<file path="config.mk">
export PLATFORM = sky130hd
export DESIGN_NAME = asrte_serial_engine
export DESIGN_NICKNAME = d
export VERILOG_FILES = /design/src/pkg/asrte_pkg.sv /design/src/asrte_skid_buf.sv /design/src/asrte_serial_engine.sv
export SDC_FILE = /design/constraint.sdc
export NUM_CORES = 1
export LEC_CHECK = 0
export BUFFER_PORTS_ARGS = -buffer_cell sky130_fd_sc_hd__buf_2
export CAP_MARGIN = 0
export CORE_MARGIN = 3
export CORE_UTILIZATION = 35
export DETAILED_ROUTE_END_ITERATION = 16
export PLACE_DENSITY_LB_ADDON = 0.2
export SLEW_MARGIN = 0
export SYNTH_ARGS = -nofsm -noshare
export SYNTH_HDL_FRONTEND = slang
export SYNTH_SLANG_ARGS = --single-unit
</file>
<file path="constraint.sdc">
create_clock -name clk -period 10.75 [get_ports clk]
set_clock_uncertainty 0.15 [all_clocks]
set_input_delay 1.6125 -clock clk [delete_from_list [all_inputs] [get_ports clk]]
set_output_delay 1.6125 -clock clk [all_outputs]
set_load 0.005 [all_outputs]
</file>
<file path="src/pkg/asrte_pkg.sv">
/*
  Shared constants and carrier types for the asynchronous serial engine.
  Assumes a single 20 MHz system clock; all slower rates are enable pulses.
*/
`default_nettype none
package asrte_pkg;
  // Base clock choices (external tick or a divide of the system clock)
  localparam logic [1:0] ASRTE_SRC_EXT     = 2'h0;
  localparam logic [1:0] ASRTE_SRC_DIV4    = 2'h1;
  localparam logic [1:0] ASRTE_SRC_DIV16   = 2'h2;
  localparam logic [1:0] ASRTE_SRC_DIV64   = 2'h3;
  localparam int         ASRTE_PRE_W       = 6;
  localparam logic [5:0] ASRTE_PRE_MASK4   = 6'h03;
  localparam logic [5:0] ASRTE_PRE_MASK16  = 6'h0F;
  localparam logic [5:0] ASRTE_PRE_MASK64  = 6'h3F;
  // Divisor field
  localparam int         ASRTE_DIV_W       = 5;
  localparam logic [4:0] ASRTE_DIV_MIN     = 5'h08;
  localparam logic [4:0] ASRTE_DIV_RESET   = 5'h1F;
  // Parity modes
  localparam logic [1:0] ASRTE_PAR_NONE    = 2'h0;
  localparam logic [1:0] ASRTE_PAR_ZERO    = 2'h1;
  localparam logic [1:0] ASRTE_PAR_ODD     = 2'h2;
  localparam logic [1:0] ASRTE_PAR_EVEN    = 2'h3;
  // Frame geometry
  localparam int         ASRTE_DATA_W      = 8;
  localparam logic [3:0] ASRTE_LEN8        = 4'h8;
  localparam logic [3:0] ASRTE_LEN7        = 4'h7;
  localparam int         ASRTE_ARM_CYC     = 2;

  // Operating mode register contents
  typedef struct packed {
    logic       powerOn;
    logic       txEnable;
    logic       rxEnable;
    logic [1:0] parityMode;
    logic       charLen8;
    logic       twoStop;
  } asrte_mode_s;

  // Receive error status flags
  typedef struct packed {
    logic parityErr;
    logic framingErr;
    logic overrunErr;
  } asrte_err_s;

  // Received word with its errors
  typedef struct packed {
    logic [7:0] data;
    asrte_err_s err;
  } asrte_rxword_s;
endpackage
`default_nettype wire

</file>
<file path="src/asrte_skid_buf.sv">
/*
  Two-entry valid/ready buffer for received words.
  Assumes one clock and asynchronous active-low reset.
*/
`timescale 1ns/1ps
`default_nettype none
module asrte_skid_buf
#(
  parameter int WIDTH = 11
)
(
  // Clock and reset
  input  wire logic             clk,
  input  wire logic             rstn,
  input  wire logic             clr,
  // Fill side
  input  wire logic             inValid,
  output logic                  inReady,
  input  wire logic [WIDTH-1:0] inData,
  // Drain side
  output logic                  outValid,
  input  wire logic             outReady,
  output logic [WIDTH-1:0]      outData
);
  logic [WIDTH-1:0] slot_r [2];   // Storage
  logic             wrPtr_r;      // Write slot
  logic             rdPtr_r;      // Read slot
  logic [1:0]       count_r;      // Occupancy
  logic             push;
  logic             pop;

  assign push     = inValid && inReady;
  assign pop      = outValid && outReady;
  assign inReady  = (count_r != 2'h2);
  assign outValid = (count_r != 2'h0);
  assign outData  = slot_r[rdPtr_r];

  // Pointers and occupancy; clear empties the buffer
  always_ff @(posedge clk or negedge rstn)
  begin
    if (!rstn)
    begin
      wrPtr_r <= 1'b0;
      rdPtr_r <= 1'b0;
      count_r <= 2'h0;
    end
    else if (clr)
    begin
      wrPtr_r <= 1'b0;
      rdPtr_r <= 1'b0;
      count_r <= 2'h0;
    end
    else
    begin
      if (push)
        wrPtr_r <= ~wrPtr_r;
      if (pop)
        rdPtr_r <= ~rdPtr_r;
      count_r <= count_r + {1'b0, push} - {1'b0, pop};
    end
  end

  // Data slots
  always_ff @(posedge clk or negedge rstn)
  begin
    if (!rstn)
    begin
      slot_r[0] <= '0;
      slot_r[1] <= '0;
    end
    else if (push)
      slot_r[wrPtr_r] <= inData;
  end
endmodule // asrte_skid_buf
`default_nettype wire

</file>
<file path="src/asrte_serial_engine.sv">
/*
  Full-duplex asynchronous serial transmitter and receiver with prescaler,
  separate 5-bit baud counters, noise filter and receive error flags.
  Assumes control bits arrive as synchronous levels, and that software reads
  pulse readErr/readBuf as single-cycle strobes.
*/
// Overview of operation
// - Pins act as serial lines only when enabled
// - Start, 7/8 data LSB first, parity, stops
// - Even parity generate and check
// - Odd parity generate and check
// - Zero parity sends 0, never errors
// - No parity bit, no parity error
// - Power on idles output high
// - Send frame, pulse transmit-done after stop
// - Idle high until next byte written
// - Receive only after power then enable
// - Falling edge starts counter, recheck start low
// - Shift in, receive-done, buffer unless overrun
// - Parity error does not abort frame
// - Receiver checks a single stop bit
// - Any error flag raises receive-error pulse
// - Reading error status clears all flags
// - Parity, framing and overrun errors flagged
// - Input changes only when two samples agree
// - Bit rate is divider output halved
// - Power off resets serial logic asynchronously
// - Enables off reset circuits synchronously
`timescale 1ns/1ps
`default_nettype none
module asrte_serial_engine
(
  // Clock and reset
  input  wire logic                 clk,
  input  wire logic                 rstn,
  // Mode and baud configuration
  input  wire asrte_pkg::asrte_mode_s modeCfg,
  input  wire logic [1:0]           clockSourceSelect,
  input  wire logic [4:0]           divisorSelectField,
  input  wire logic                 extBaseTick,
  // Transmit write
  input  wire logic                 txWrite,
  input  wire logic [7:0]           txData,
  // Receive reads
  input  wire logic                 readErr,
  input  wire logic                 readBuf,
  // Pins
  input  wire logic                 serialInPin,
  output logic                      serialOutPin,
  output logic                      serialOutOe,
  output logic                      serialInSel,
  // Register views
  output logic [7:0]                receiveBufferRegister,
  output asrte_pkg::asrte_err_s     receiveErrorStatus,
  output logic                      txBusy,
  // Interrupt pulses
  output logic                      transmitDoneIrq,
  output logic                      receiveDoneIrq,
  output logic                      receiveErrorIrq
);
  typedef enum {TX_IDLE, TX_START, TX_DATA, TX_PAR, TX_STOP} asrte_tx_e;
  typedef enum {RX_IDLE, RX_CHECK, RX_DATA, RX_PAR, RX_STOP} asrte_rx_e;

  logic       powerOn;           // Unit power, acts as async reset too
  logic       unitRstn;          // Combined reset
  logic [5:0] pre_r;             // Prescaler
  logic       baseTick;          // Base clock enable
  logic [1:0] armCnt_r;          // Base ticks since transmit enable
  logic [4:0] txCnt_r;           // Transmit baud counter
  logic       txHalf_r;          // Halves counter output
  logic       txBitTick;
  asrte_tx_e  txState_r;
  logic [7:0] txShift_r;         // Transmit shift register
  logic [3:0] txBits_r;
  logic       txPar_r;
  logic       txStop2_r;
  logic [1:0] flt_r;             // Noise filter samples
  logic       rxFilt_r;          // Filtered input
  logic       rxFiltD_r;
  logic       rxFall;
  logic       rxOn;
  logic [4:0] rxCnt_r;           // Receive baud counter
  logic       rxHalf_r;
  logic       rxHalfTick;
  logic       rxBitTick;
  asrte_rx_e  rxState_r;
  logic [7:0] rxShift_r;         // Receive shift register
  logic [3:0] rxBits_r;
  logic       rxParAcc_r;
  logic       rxParErr_r;
  logic       bufFull_r;         // Buffer unread
  logic       pushValid;
  logic       pushReady;
  asrte_pkg::asrte_rxword_s pushWord;
  asrte_pkg::asrte_rxword_s popWord;
  logic       popValid;
  logic       popReady;
  logic [3:0] charLen;
  logic       txOn;
  logic       txAccept;          // Write taken: idle and armed

  assign powerOn  = modeCfg.powerOn;
  assign unitRstn = rstn && powerOn;
  assign txOn     = modeCfg.txEnable;
  assign rxOn     = modeCfg.rxEnable;
  assign charLen  = modeCfg.charLen8 ? asrte_pkg::ASRTE_LEN8 : asrte_pkg::ASRTE_LEN7;
  // A write while busy must not restart the bit counter of the running frame
  assign txAccept = txWrite && (txState_r == TX_IDLE) && (armCnt_r == 2'(asrte_pkg::ASRTE_ARM_CYC));

  // Prescaler: divided base clocks stay still while power is off; the external tick passes through
  always_ff @(posedge clk or negedge unitRstn)
  begin
    if (!unitRstn)
      pre_r <= '0;
    else
      pre_r <= pre_r + 6'h01;
  end

  // Base clock select
  always_comb
  begin
    case (clockSourceSelect)
      asrte_pkg::ASRTE_SRC_EXT:   baseTick = extBaseTick;
      asrte_pkg::ASRTE_SRC_DIV4:  baseTick = (pre_r[1:0] == asrte_pkg::ASRTE_PRE_MASK4[1:0]);
      asrte_pkg::ASRTE_SRC_DIV16: baseTick = (pre_r[3:0] == asrte_pkg::ASRTE_PRE_MASK16[3:0]);
      default:                    baseTick = (pre_r == asrte_pkg::ASRTE_PRE_MASK64);
    endcase
  end

  // Transmit baud: k base ticks per half bit, two halves per bit
  always_ff @(posedge clk or negedge unitRstn)
  begin
    if (!unitRstn)
    begin
      txCnt_r  <= '0;
      txHalf_r <= 1'b0;
    end
    else if (!txOn || txAccept)
    begin
      txCnt_r  <= '0;
      txHalf_r <= 1'b0;
    end
    else if (baseTick)
    begin
      if (txCnt_r + 5'h01 >= divisorSelectField)
      begin
        txCnt_r  <= '0;
        txHalf_r <= ~txHalf_r;
      end
      else
        txCnt_r <= txCnt_r + 5'h01;
    end
  end
  assign txBitTick = baseTick && txHalf_r && (txCnt_r + 5'h01 >= divisorSelectField);

  // Arming delay: a write before two base ticks is ignored, not half-sent
  always_ff @(posedge clk or negedge unitRstn)
  begin
    if (!unitRstn)
      armCnt_r <= '0;
    else if (!txOn)
      armCnt_r <= '0;
    else if (baseTick && armCnt_r != 2'(asrte_pkg::ASRTE_ARM_CYC))
      armCnt_r <= armCnt_r + 2'h1;
  end

  // Transmit sequencer
  always_ff @(posedge clk or negedge unitRstn)
  begin
    if (!unitRstn)
    begin
      txState_r       <= TX_IDLE;
      txShift_r       <= '0;
      txBits_r        <= '0;
      txPar_r         <= 1'b0;
      txStop2_r       <= 1'b0;
      serialOutPin    <= 1'b1;
      transmitDoneIrq <= 1'b0;
    end
    else if (!txOn)
    begin
      txState_r       <= TX_IDLE;
      txBits_r        <= '0;
      serialOutPin    <= 1'b1;
      transmitDoneIrq <= 1'b0;
    end
    else
    begin
      transmitDoneIrq <= 1'b0;
      case (txState_r)
        TX_IDLE:
        begin
          serialOutPin <= 1'b1;
          if (txAccept)
          begin
            txShift_r <= txData;
            txState_r <= TX_START;
            serialOutPin <= 1'b0;
            txStop2_r <= modeCfg.twoStop;
            // Even: 1 for odd count; odd: inverse; zero: always 0
            case (modeCfg.parityMode)
              asrte_pkg::ASRTE_PAR_EVEN: txPar_r <= ^(modeCfg.charLen8 ? txData : {1'b0, txData[6:0]});
              asrte_pkg::ASRTE_PAR_ODD:  txPar_r <= ~^(modeCfg.charLen8 ? txData : {1'b0, txData[6:0]});
              default:                   txPar_r <= 1'b0;
            endcase
          end
        end
        TX_START:
          if (txBitTick)
          begin
            serialOutPin <= txShift_r[0];
            txShift_r    <= txShift_r >> 1;
            txBits_r     <= 4'h1;
            txState_r    <= TX_DATA;
          end
        TX_DATA:
          if (txBitTick)
          begin
            if (txBits_r == charLen)
            begin
              if (modeCfg.parityMode == asrte_pkg::ASRTE_PAR_NONE)
              begin
                serialOutPin <= 1'b1;
                txState_r    <= TX_STOP;
              end
              else
              begin
                serialOutPin <= txPar_r;
                txState_r    <= TX_PAR;
              end
            end
            else
            begin
              serialOutPin <= txShift_r[0];
              txShift_r    <= txShift_r >> 1;
              txBits_r     <= txBits_r + 4'h1;
            end
          end
        TX_PAR:
          if (txBitTick)
          begin
            serialOutPin <= 1'b1;
            txState_r    <= TX_STOP;
          end
        TX_STOP:
          if (txBitTick)
          begin
            if (txStop2_r)
              txStop2_r <= 1'b0;
            else
            begin
              transmitDoneIrq <= 1'b1;
              txState_r       <= TX_IDLE;
            end
          end
        default:
          txState_r <= TX_IDLE;
      endcase
    end
  end

  // Pin ownership and busy flag
  always_ff @(posedge clk or negedge rstn)
  begin
    if (!rstn)
    begin
      serialOutOe <= 1'b0;
      serialInSel <= 1'b0;
      txBusy      <= 1'b0;
    end
    else
    begin
      serialOutOe <= powerOn && txOn;
      serialInSel <= powerOn && rxOn;
      txBusy      <= powerOn && txOn && (txState_r != TX_IDLE);
    end
  end

  // Noise filter: input forced high while power is off
  always_ff @(posedge clk or negedge unitRstn)
  begin
    if (!unitRstn)
    begin
      flt_r     <= 2'h3;
      rxFilt_r  <= 1'b1;
      rxFiltD_r <= 1'b1;
    end
    else if (baseTick)
    begin
      flt_r <= {flt_r[0], serialInPin};
      if (flt_r[1] == flt_r[0])
        rxFilt_r <= flt_r[0];
      rxFiltD_r <= rxFilt_r;
    end
  end
  assign rxFall = baseTick && rxFiltD_r && !rxFilt_r;

  // Receive baud counter, runs only inside a frame
  always_ff @(posedge clk or negedge unitRstn)
  begin
    if (!unitRstn)
    begin
      rxCnt_r  <= '0;
      rxHalf_r <= 1'b0;
    end
    else if (!rxOn || rxState_r == RX_IDLE)
    begin
      rxCnt_r  <= '0;
      rxHalf_r <= 1'b0;
    end
    else if (baseTick)
    begin
      if (rxCnt_r + 5'h01 >= divisorSelectField)
      begin
        rxCnt_r  <= '0;
        // Start check restarts the bit phase so later samples land mid bit
        rxHalf_r <= (rxState_r == RX_CHECK) ? 1'b0 : ~rxHalf_r;
      end
      else
        rxCnt_r <= rxCnt_r + 5'h01;
    end
  end
  // First half-period lands mid start bit; later full periods land mid bit
  assign rxHalfTick = baseTick && (rxCnt_r + 5'h01 >= divisorSelectField);
  assign rxBitTick  = rxHalfTick && rxHalf_r;

  // Receive sequencer
  always_ff @(posedge clk or negedge unitRstn)
  begin
    if (!unitRstn)
    begin
      rxState_r  <= RX_IDLE;
      rxShift_r  <= '0;
      rxBits_r   <= '0;
      rxParAcc_r <= 1'b0;
      rxParErr_r <= 1'b0;
      pushValid  <= 1'b0;
      pushWord   <= '0;
    end
    else if (!rxOn)
    begin
      rxState_r <= RX_IDLE;
      pushValid <= 1'b0;
    end
    else
    begin
      if (pushReady)
        pushValid <= 1'b0;
      case (rxState_r)
        RX_IDLE:
          if (rxFall)
            rxState_r <= RX_CHECK;
        RX_CHECK:
          if (rxHalfTick)
          begin
            if (!rxFilt_r)
            begin
              rxState_r  <= RX_DATA;
              rxBits_r   <= '0;
              rxParAcc_r <= 1'b0;
              rxParErr_r <= 1'b0;
            end
            else
              rxState_r <= RX_IDLE;
          end
        RX_DATA:
          if (rxBitTick)
          begin
            rxShift_r  <= {rxFilt_r, rxShift_r[7:1]};
            rxParAcc_r <= rxParAcc_r ^ rxFilt_r;
            rxBits_r   <= rxBits_r + 4'h1;
            if (rxBits_r + 4'h1 == charLen)
              rxState_r <= (modeCfg.parityMode == asrte_pkg::ASRTE_PAR_NONE) ? RX_STOP : RX_PAR;
          end
        RX_PAR:
          if (rxBitTick)
          begin
            // Error is noted, frame continues to the stop position
            case (modeCfg.parityMode)
              asrte_pkg::ASRTE_PAR_EVEN: rxParErr_r <= rxParAcc_r ^ rxFilt_r;
              asrte_pkg::ASRTE_PAR_ODD:  rxParErr_r <= ~(rxParAcc_r ^ rxFilt_r);
              default:                   rxParErr_r <= 1'b0;
            endcase
            rxState_r <= RX_STOP;
          end
        RX_STOP:
          if (rxBitTick)
          begin
            pushValid              <= 1'b1;
            pushWord.data          <= modeCfg.charLen8 ? rxShift_r : {1'b0, rxShift_r[7:1]};
            pushWord.err.parityErr <= rxParErr_r;
            pushWord.err.framingErr <= !rxFilt_r;
            pushWord.err.overrunErr <= bufFull_r;
            rxState_r              <= RX_IDLE;
          end
        default:
          rxState_r <= RX_IDLE;
      endcase
    end
  end

  // Word buffer between frame end and the visible registers
  asrte_skid_buf #(.WIDTH($bits(asrte_pkg::asrte_rxword_s))) uBuf
  (
    .clk      (clk),
    .rstn     (unitRstn),
    .clr      (!rxOn),
    .inValid  (pushValid),
    .inReady  (pushReady),
    .inData   (pushWord),
    .outValid (popValid),
    .outReady (popReady),
    .outData  (popWord)
  );
  assign popReady = 1'b1;

  // Visible buffer, error flags and receive interrupts
  always_ff @(posedge clk or negedge unitRstn)
  begin
    if (!unitRstn)
    begin
      receiveBufferRegister <= '0;
      receiveErrorStatus    <= '0;
      bufFull_r             <= 1'b0;
      receiveDoneIrq        <= 1'b0;
      receiveErrorIrq       <= 1'b0;
    end
    else
    begin
      receiveDoneIrq  <= 1'b0;
      receiveErrorIrq <= 1'b0;
      if (readBuf)
        bufFull_r <= 1'b0;
      if (readErr)
        receiveErrorStatus <= '0;
      if (popValid)
      begin
        // Set wins over a same-cycle read clear
        if (!popWord.err.overrunErr)
        begin
          receiveBufferRegister <= popWord.data;
          bufFull_r             <= 1'b1;
        end
        receiveDoneIrq <= 1'b1;
        if (|popWord.err)
        begin
          receiveErrorStatus <= popWord.err | (readErr ? 3'h0 : receiveErrorStatus);
          receiveErrorIrq    <= 1'b1;
        end
      end
    end
  end
endmodule // asrte_serial_engine
`default_nettype wire

</file>
==> results of run 1 <==
-- critical path: cells and delay by family --
family | cells | cell delay, ns
buffers and inverters | 2 | 0.11
adder cells (fa/ha/maj) | 1 | 0.29
AO/OA/AOI/OAI | 2 | 0.49
AND/OR/NAND/NOR | 2 | 0.74
multiplexers | 1 | 0.42
-- power by group through the flow --
stage | combinational [uW] | clock (uW) | sequential (uW)
6_report | 112 | 572 | 482
3_3_place_gp | 111 | 0 | 487
3_5_place_dp | 113 | 0 | 487
5_1_grt | 125 | 611 | 484
2_1_floorplan | 90.9 | 0 | 479
4_1_cts | 114 | 589 | 481
-- flip-flops by register name (all words and copies together) (netlist names), 2 cells and up --
name and cells:
txBits_r 4, txState_r 3, uBuf.count_r 2, armCnt_r 2, pre_r 6, pushWord 11
rxShift_r 8, receiveBufferRegister 8, flt_r 2, txCnt_r 5, txShift_r 8, rxState_r 3
uBuf.slot_r 22, rxCnt_r 5, receiveErrorStatus 3, rxBits_r 4
-- kinds of logic after synthesis --
logic type,synth area share
multiplexers,0.152
AND/OR/NAND/NOR,0.128
buffers and inverters,0.0312
XOR/XNOR,0.0349
AO/OA/AOI/OAI,0.120
flip-flops,0.499
adder cells (fa/ha/maj),0.0347
-- Yosys cell counts (9+ instances only) --
master,count
nand3_1,19
ha_1,16
nand2_1,40
nor2_1,28
nor2b_1,9
mux2i_1,12
o21ai_0,27
xnor2_1,16
inv_1,21
a21oi_1,11
mux2_2,57
a22o_1,9
dfrtp_1,110
-- metal layers --
metal,share of wire,track usage,wire [um],up-vias
met5,0,0,0,-
met4,0.021,0.0594,240,0
met3,0.040,0.0406,460,18
met2,0.48,0.220,5540,71
met1,0.46,0.168,5370,1996
li1,-,-,-,1945
-- worst max path at each step --
stage                          startpoint  cells past startpoint                        to
floorplan                      modeCfg[6]                      1   armCnt_r[0]$_DFFE_PN0P_
global placement    divisorSelectField[2]                      8  rxShift_r[5]$_DFFE_PN0P_
detailed placement  divisorSelectField[2]                      8  rxShift_r[4]$_DFFE_PN0P_
CTS                 divisorSelectField[2]                      8  rxShift_r[4]$_DFFE_PN0P_
global route         clockSourceSelect[1]                      6  rxShift_r[4]$_DFFE_PN0P_
finish              divisorSelectField[2]                      8  rxShift_r[4]$_DFFE_PN0P_
-- cell type report --
cell class / count / area [um2]
Clock inverter: 9 / 129
Inverter: 21 / 78.8
Sequential cell: 115 / 2880
Fill cell: 1564 / 9210
Timing Repair Buffer: 47 / 238
Multi-Input combinational cell: 356 / 2710
Clock buffer: 22 / 474
Tap cell: 216 / 270
-- per-stage QoR --
step                hold slack [ns]   util
finish                        0.311  0.424
detailed placement            0.305  0.387
CTS                           0.312  0.424
global route                  0.339  0.424
global placement              0.292  0.387
floorplan                     0.271      -
==> flow_summary_export.csv, run 1 <==
group,metric,value,unit
cts,clk_latency,0.41,ns
drt,drc,0,
synth,synth-async-reset-ratio,1.00,
sta,worst_slew_pin_slew,0.984,ns
critical_path,worst_ep_arrival_time,3.66,ns
layout,num-nets-final,603,
hold_path,hold_depth,1,
synth,synthCells,511,
pwr,pwr-share-seq,0.414,
run_status,status,"complete, no violations",
place,hpwlAfterDp,8130,um
cts,cts_resized,0,
layout,layout_commonest_cell,"dfrtp_1",
place,placement.cell_area,6180,um2
pwr,switching_power,269,uW
global_route,grt_usage,0.135,
drt,routedWlPerCell,14.8,um
synth,yosys.area.top_type,"dfrtp_1",
synth,yosys_warnings,0,
floorplanning,rows,46,
drt,final_antenna_net_count,0,
critical_path,r2r_slack,7.71,ns
layout,final_cells,786,
drt,first_pass_iters,5,
floorplanning,io-pin-count,47,
critical_path,worstSetupPathType,"in -> reg",
layout,drive_above_1_share,0.284,
drt,via_per_inst,5.13,
layout,final_area,6790,um2
critical_path,worst-path-max-fanout,12,
cts,numCtsBuffers,17,
pwr,power,1170,uW
synth,netlist_area,5780,um2
synth,yosysSeqAreaShare,0.499,
pwr,p_sw_frac,0.231,
critical_path,rr_worst_depth,8,
pwr,peakVddDrop,0.106,mV
layout,area_delta_synth_final,17.5,%
critical_path,cp.required,10.90,ns
cts,path_clk_slew,0.05,ns
critical_path,r2r_end,"rxShift_r[4]$_DFFE_PN0P_",
layout,diodes,0,
synth,synthTopCellsByArea,"dfrtp_1 (48%), mux2_2 (11%), ha_1 (3.5%), nand2_1 (2.6%), xnor2_1 (2.4%)",
cts,clock-sinks,115,
critical_path,cpMaxStageDelayCell,"nor3_2",
sta,hold_violations,0,
sta,rsz0062_at_grt,"false",
place,dp_cells,755,
critical_path,slowest_delay,0.69,ns
critical_path,r2r-start,"rxCnt_r[0]$_DFFE_PN0P_",
global_route,overflow,0,
floorplanning,dieArea,18100,um2
cts,htree_levels,4,
sta,setup_viol,0,
pwr,p_clk_frac,0.491,
pwr,powerDensity,172,nW/um2
drt,drt_iter0_drc,209,
sta,setup_ws,7.24,ns
sta,slew_violations,0,
global_route,grt_max_degree,62,
pwr,p_leak,0.00318,uW
sta,min_period,3.51,ns
floorplanning,core-area,16000,um2
sta,fmax,285,MHz
cts,cts_root_buf,"clkbuf_16",
pwr,internal_power,896,uW
sta,fin_crit_sh,0.327,
sta,relSlewSlack,0.341,
hold_path,hp-start,"pre_r[0]$_DFF_PN0_",
global_route,first_global_vias,4098,
drt,wirelength,11600,um
hold_path,hold_path_class,"reg -> reg",
place,place_ws,6.77,ns
cts,cts_tree,"yes",
sta,tns,0,ns
floorplanning,initial_core_util,0.361,
cts,max-clock-path-buffers,2,
critical_path,endpoint_kind,"flop",
floorplanning,die_w,134,um
synth,synth_edf_count,0,
synth,syn_avg_cell_area,11.3,um2
layout,mostFrequentLayoutCells,"dfrtp_1 (110), mux2_2 (57), buf_2 (46), nand2_1 (40), nor2_1 (28)",
global_route,grt_pass1_wl,19600,um
critical_path,critPathLaunchType,"input port",
pwr,comb_power_share,0.096,
synth,synth-seq-cells,115,
place,place_congestion,0.845,
synth,synth_cell_types,67,
hold_path,hold_end,"pre_r[0]$_DFF_PN0_",
synth,synth.net_count,556,
critical_path,crit_chain,"buf_2 > inv_1 > ha_1 > nand2_1 > o21ai_0 > a31oi_2 > nor3_2 > mux2_2",
floorplanning,fp.dieH,134,um
global_route,antenna_found_initial,0,
synth,synthFlopType,"dfrtp_1",
cts,cts_hold_buf,0,
synth,synth_top_area_frac,0.477,
place,io_buffers,46,
cts,post-cts-setup-buffer-count,0,
job,cap_violations,0,
drt,vias,4030,
Note: power is estimated with default switching activity, not from simulation.
==> run 2, diff against run 1 <==
- clock period: 10.75 -> 3.45 ns (I/O delays scaled with it)
==> flow_summary_export.csv, run 2 (synthesized netlist as in run 1, its figures left out) <==
group,metric,value,unit
run_status,status,"complete, no violations",
layout,drive_above_1_share,0.282,
critical_path,cp.required,3.59,ns
pwr,peakVddDrop,0.330,mV
sta,worst_slew_pin_slew,0.982,ns
critical_path,critPathLaunchType,"flop",
place,place_congestion,0.848,
pwr,pwr-share-seq,0.421,
floorplanning,initial_core_util,0.361,
layout,regMostFlops,"uBuf.slot_r",
hold_path,hold_path_class,"in -> reg",
layout,final_cells,786,
cts,cts_resized,0,
global_route,grt_usage,0.132,
layout,layout_commonest_cell,"dfrtp_1",
drt,drc,0,
sta,fin_crit_sh,0.850,
critical_path,worstSetupPathType,"reg -> reg",
floorplanning,fp.dieH,134,um
place,io_buffers,46,
drt,drt_iter0_drc,188,
drt,via_per_inst,5.08,
drt,wirelength,11300,um
cts,cts_tree,"yes",
critical_path,endpoint_kind,"flop",
sta,setup_ws,0.517,ns
global_route,antenna_found_initial,0,
pwr,powerDensity,526,nW/um2
critical_path,worst_ep_arrival_time,3.07,ns
sta,hold_violations,0,
drt,vias,3990,
sta,fmax,341,MHz
sta,setup_viol,0,
place,hpwlAfterDp,7970,um
sta,slew_violations,0,
place,dp_cells,757,
cts,path_clk_slew,0.05,ns
pwr,switching_power,795,uW
cts,max-clock-path-buffers,2,
layout,diodes,0,
drt,final_antenna_net_count,0,
drt,first_pass_iters,4,
floorplanning,rows,46,
pwr,p_leak,0.00319,uW
floorplanning,dieArea,18100,um2
place,place_ws,0.497,ns
global_route,first_global_vias,4004,
layout,mostFrequentLayoutCells,"dfrtp_1 (110), mux2_2 (57), buf_2 (46), nand2_1 (40), nor2_1 (28)",
pwr,p_sw_frac,0.222,
floorplanning,die_w,134,um
global_route,grt_pass1_wl,19300,um
floorplanning,core-area,16000,um2
drt,routedWlPerCell,14.3,um
layout,num-nets-final,606,
floorplanning,io-pin-count,47,
layout,largest_registers,"uBuf.slot_r: 22 flops, pushWord: 11 flops",
cts,htree_levels,4,
global_route,grt_max_degree,62,
sta,rsz0062_at_grt,"false",
pwr,p_clk_frac,0.482,
layout,largest_reg_flops,22,
global_route,overflow,0,
cts,clk_latency,0.41,ns
job,cap_violations,0,
critical_path,worst-path-max-fanout,12,
pwr,internal_power,2780,uW
cts,clock-sinks,115,
layout,area_delta_synth_final,17.8,%
sta,tns,0,ns
sta,min_period,2.93,ns
cts,numCtsBuffers,17,
sta,relSlewSlack,0.343,
cts,cts_root_buf,"clkbuf_16",
pwr,comb_power_share,0.097,
[run 2: changes by cell type in the layout (fill, tap and decap cells not counted), sizes merged]
cell	change
buf	+2
clkinvlp	-2
dlygate4sd3	+1
clkinv	-1
[run 2: worst paths after layout]
kind	startpoint	end	slack (ns)	depth (start not counted)
max	rxCnt_r[0]$_DFFE_PN0P_	pushWord[7]$_DFFE_PN0P_	0.52	9
min in group asynchronous	modeCfg[6]	rxCnt_r[2]$_DFFE_PN0P_	0.20	2
min	readBuf	bufFull_r$_DFF_PN0_	0.17	2
max in group asynchronous	rstn	receiveBufferRegister[3]$_DFFE_PN0P_	1.62	4
max reg2reg	rxCnt_r[0]$_DFFE_PN0P_	pushWord[7]$_DFFE_PN0P_	0.52	9
min reg2reg	pre_r[0]$_DFF_PN0_	pre_r[0]$_DFF_PN0_	0.29	1
[run 2: power by group through the flow]
stage | sequential, uW | combinational (uW) | clock [uW]
2_1_floorplan | 1490 | 284 | 0
3_3_place_gp | 1520 | 346 | 0
3_5_place_dp | 1520 | 355 | 0
4_1_cts | 1500 | 356 | 1770
5_1_grt | 1510 | 388 | 1830
6_report | 1500 | 348 | 1720
[run 2: worst max-delay path: stages, from the launching register on]
cell	delay, ns
dfrtp_1	0.42
ha_1	0.24
xor2_1	0.16
ha_1	0.30
nand2_1	0.04
o21ai_0	0.27
a31oi_2	0.20
nor2_1	0.11
and4_1	0.53
mux2_2	0.39
[run 2: final cells by class]
class | count | area (um2)
Clock buffer | 22 | 474
Clock inverter | 6 | 105
Fill cell | 1561 | 9200
Inverter | 21 | 78.8
Multi-Input combinational cell | 356 | 2710
Sequential cell | 115 | 2880
Tap cell | 216 | 270
Timing Repair Buffer | 50 | 275
[run 2: stage by stage]
stage / hold WS, ns / util / power, uW / area [um2]
2_1_floorplan: 0.0719 / - / 1780 / 5780
3_3_place_gp: 0.169 / 0.388 / 1870 / 6210
3_5_place_dp: 0.174 / 0.388 / 1880 / 6210
4_1_cts: 0.152 / 0.425 / 3630 / 6800
5_1_grt: 0.173 / 0.425 / 3730 / 6800
6_report: 0.166 / 0.425 / 3580 / 6800
[run 2: per-layer routing]
layer  part of all wire  up-vias  routed length, um  track usage
met5                  0        -                  0            0
li1                   -     1939                  -            -
met4             0.0079        0                 89       0.0509
met1               0.46     1979               5170        0.171
met2               0.50       60               5590        0.211
met3              0.036       12                406       0.0384
[run 2: what timing repair did]
item                      4_1_cts  5_1_grt
hold buffers                    1        0
buffers inserted                0        0
hold endpoints to repair        3        0
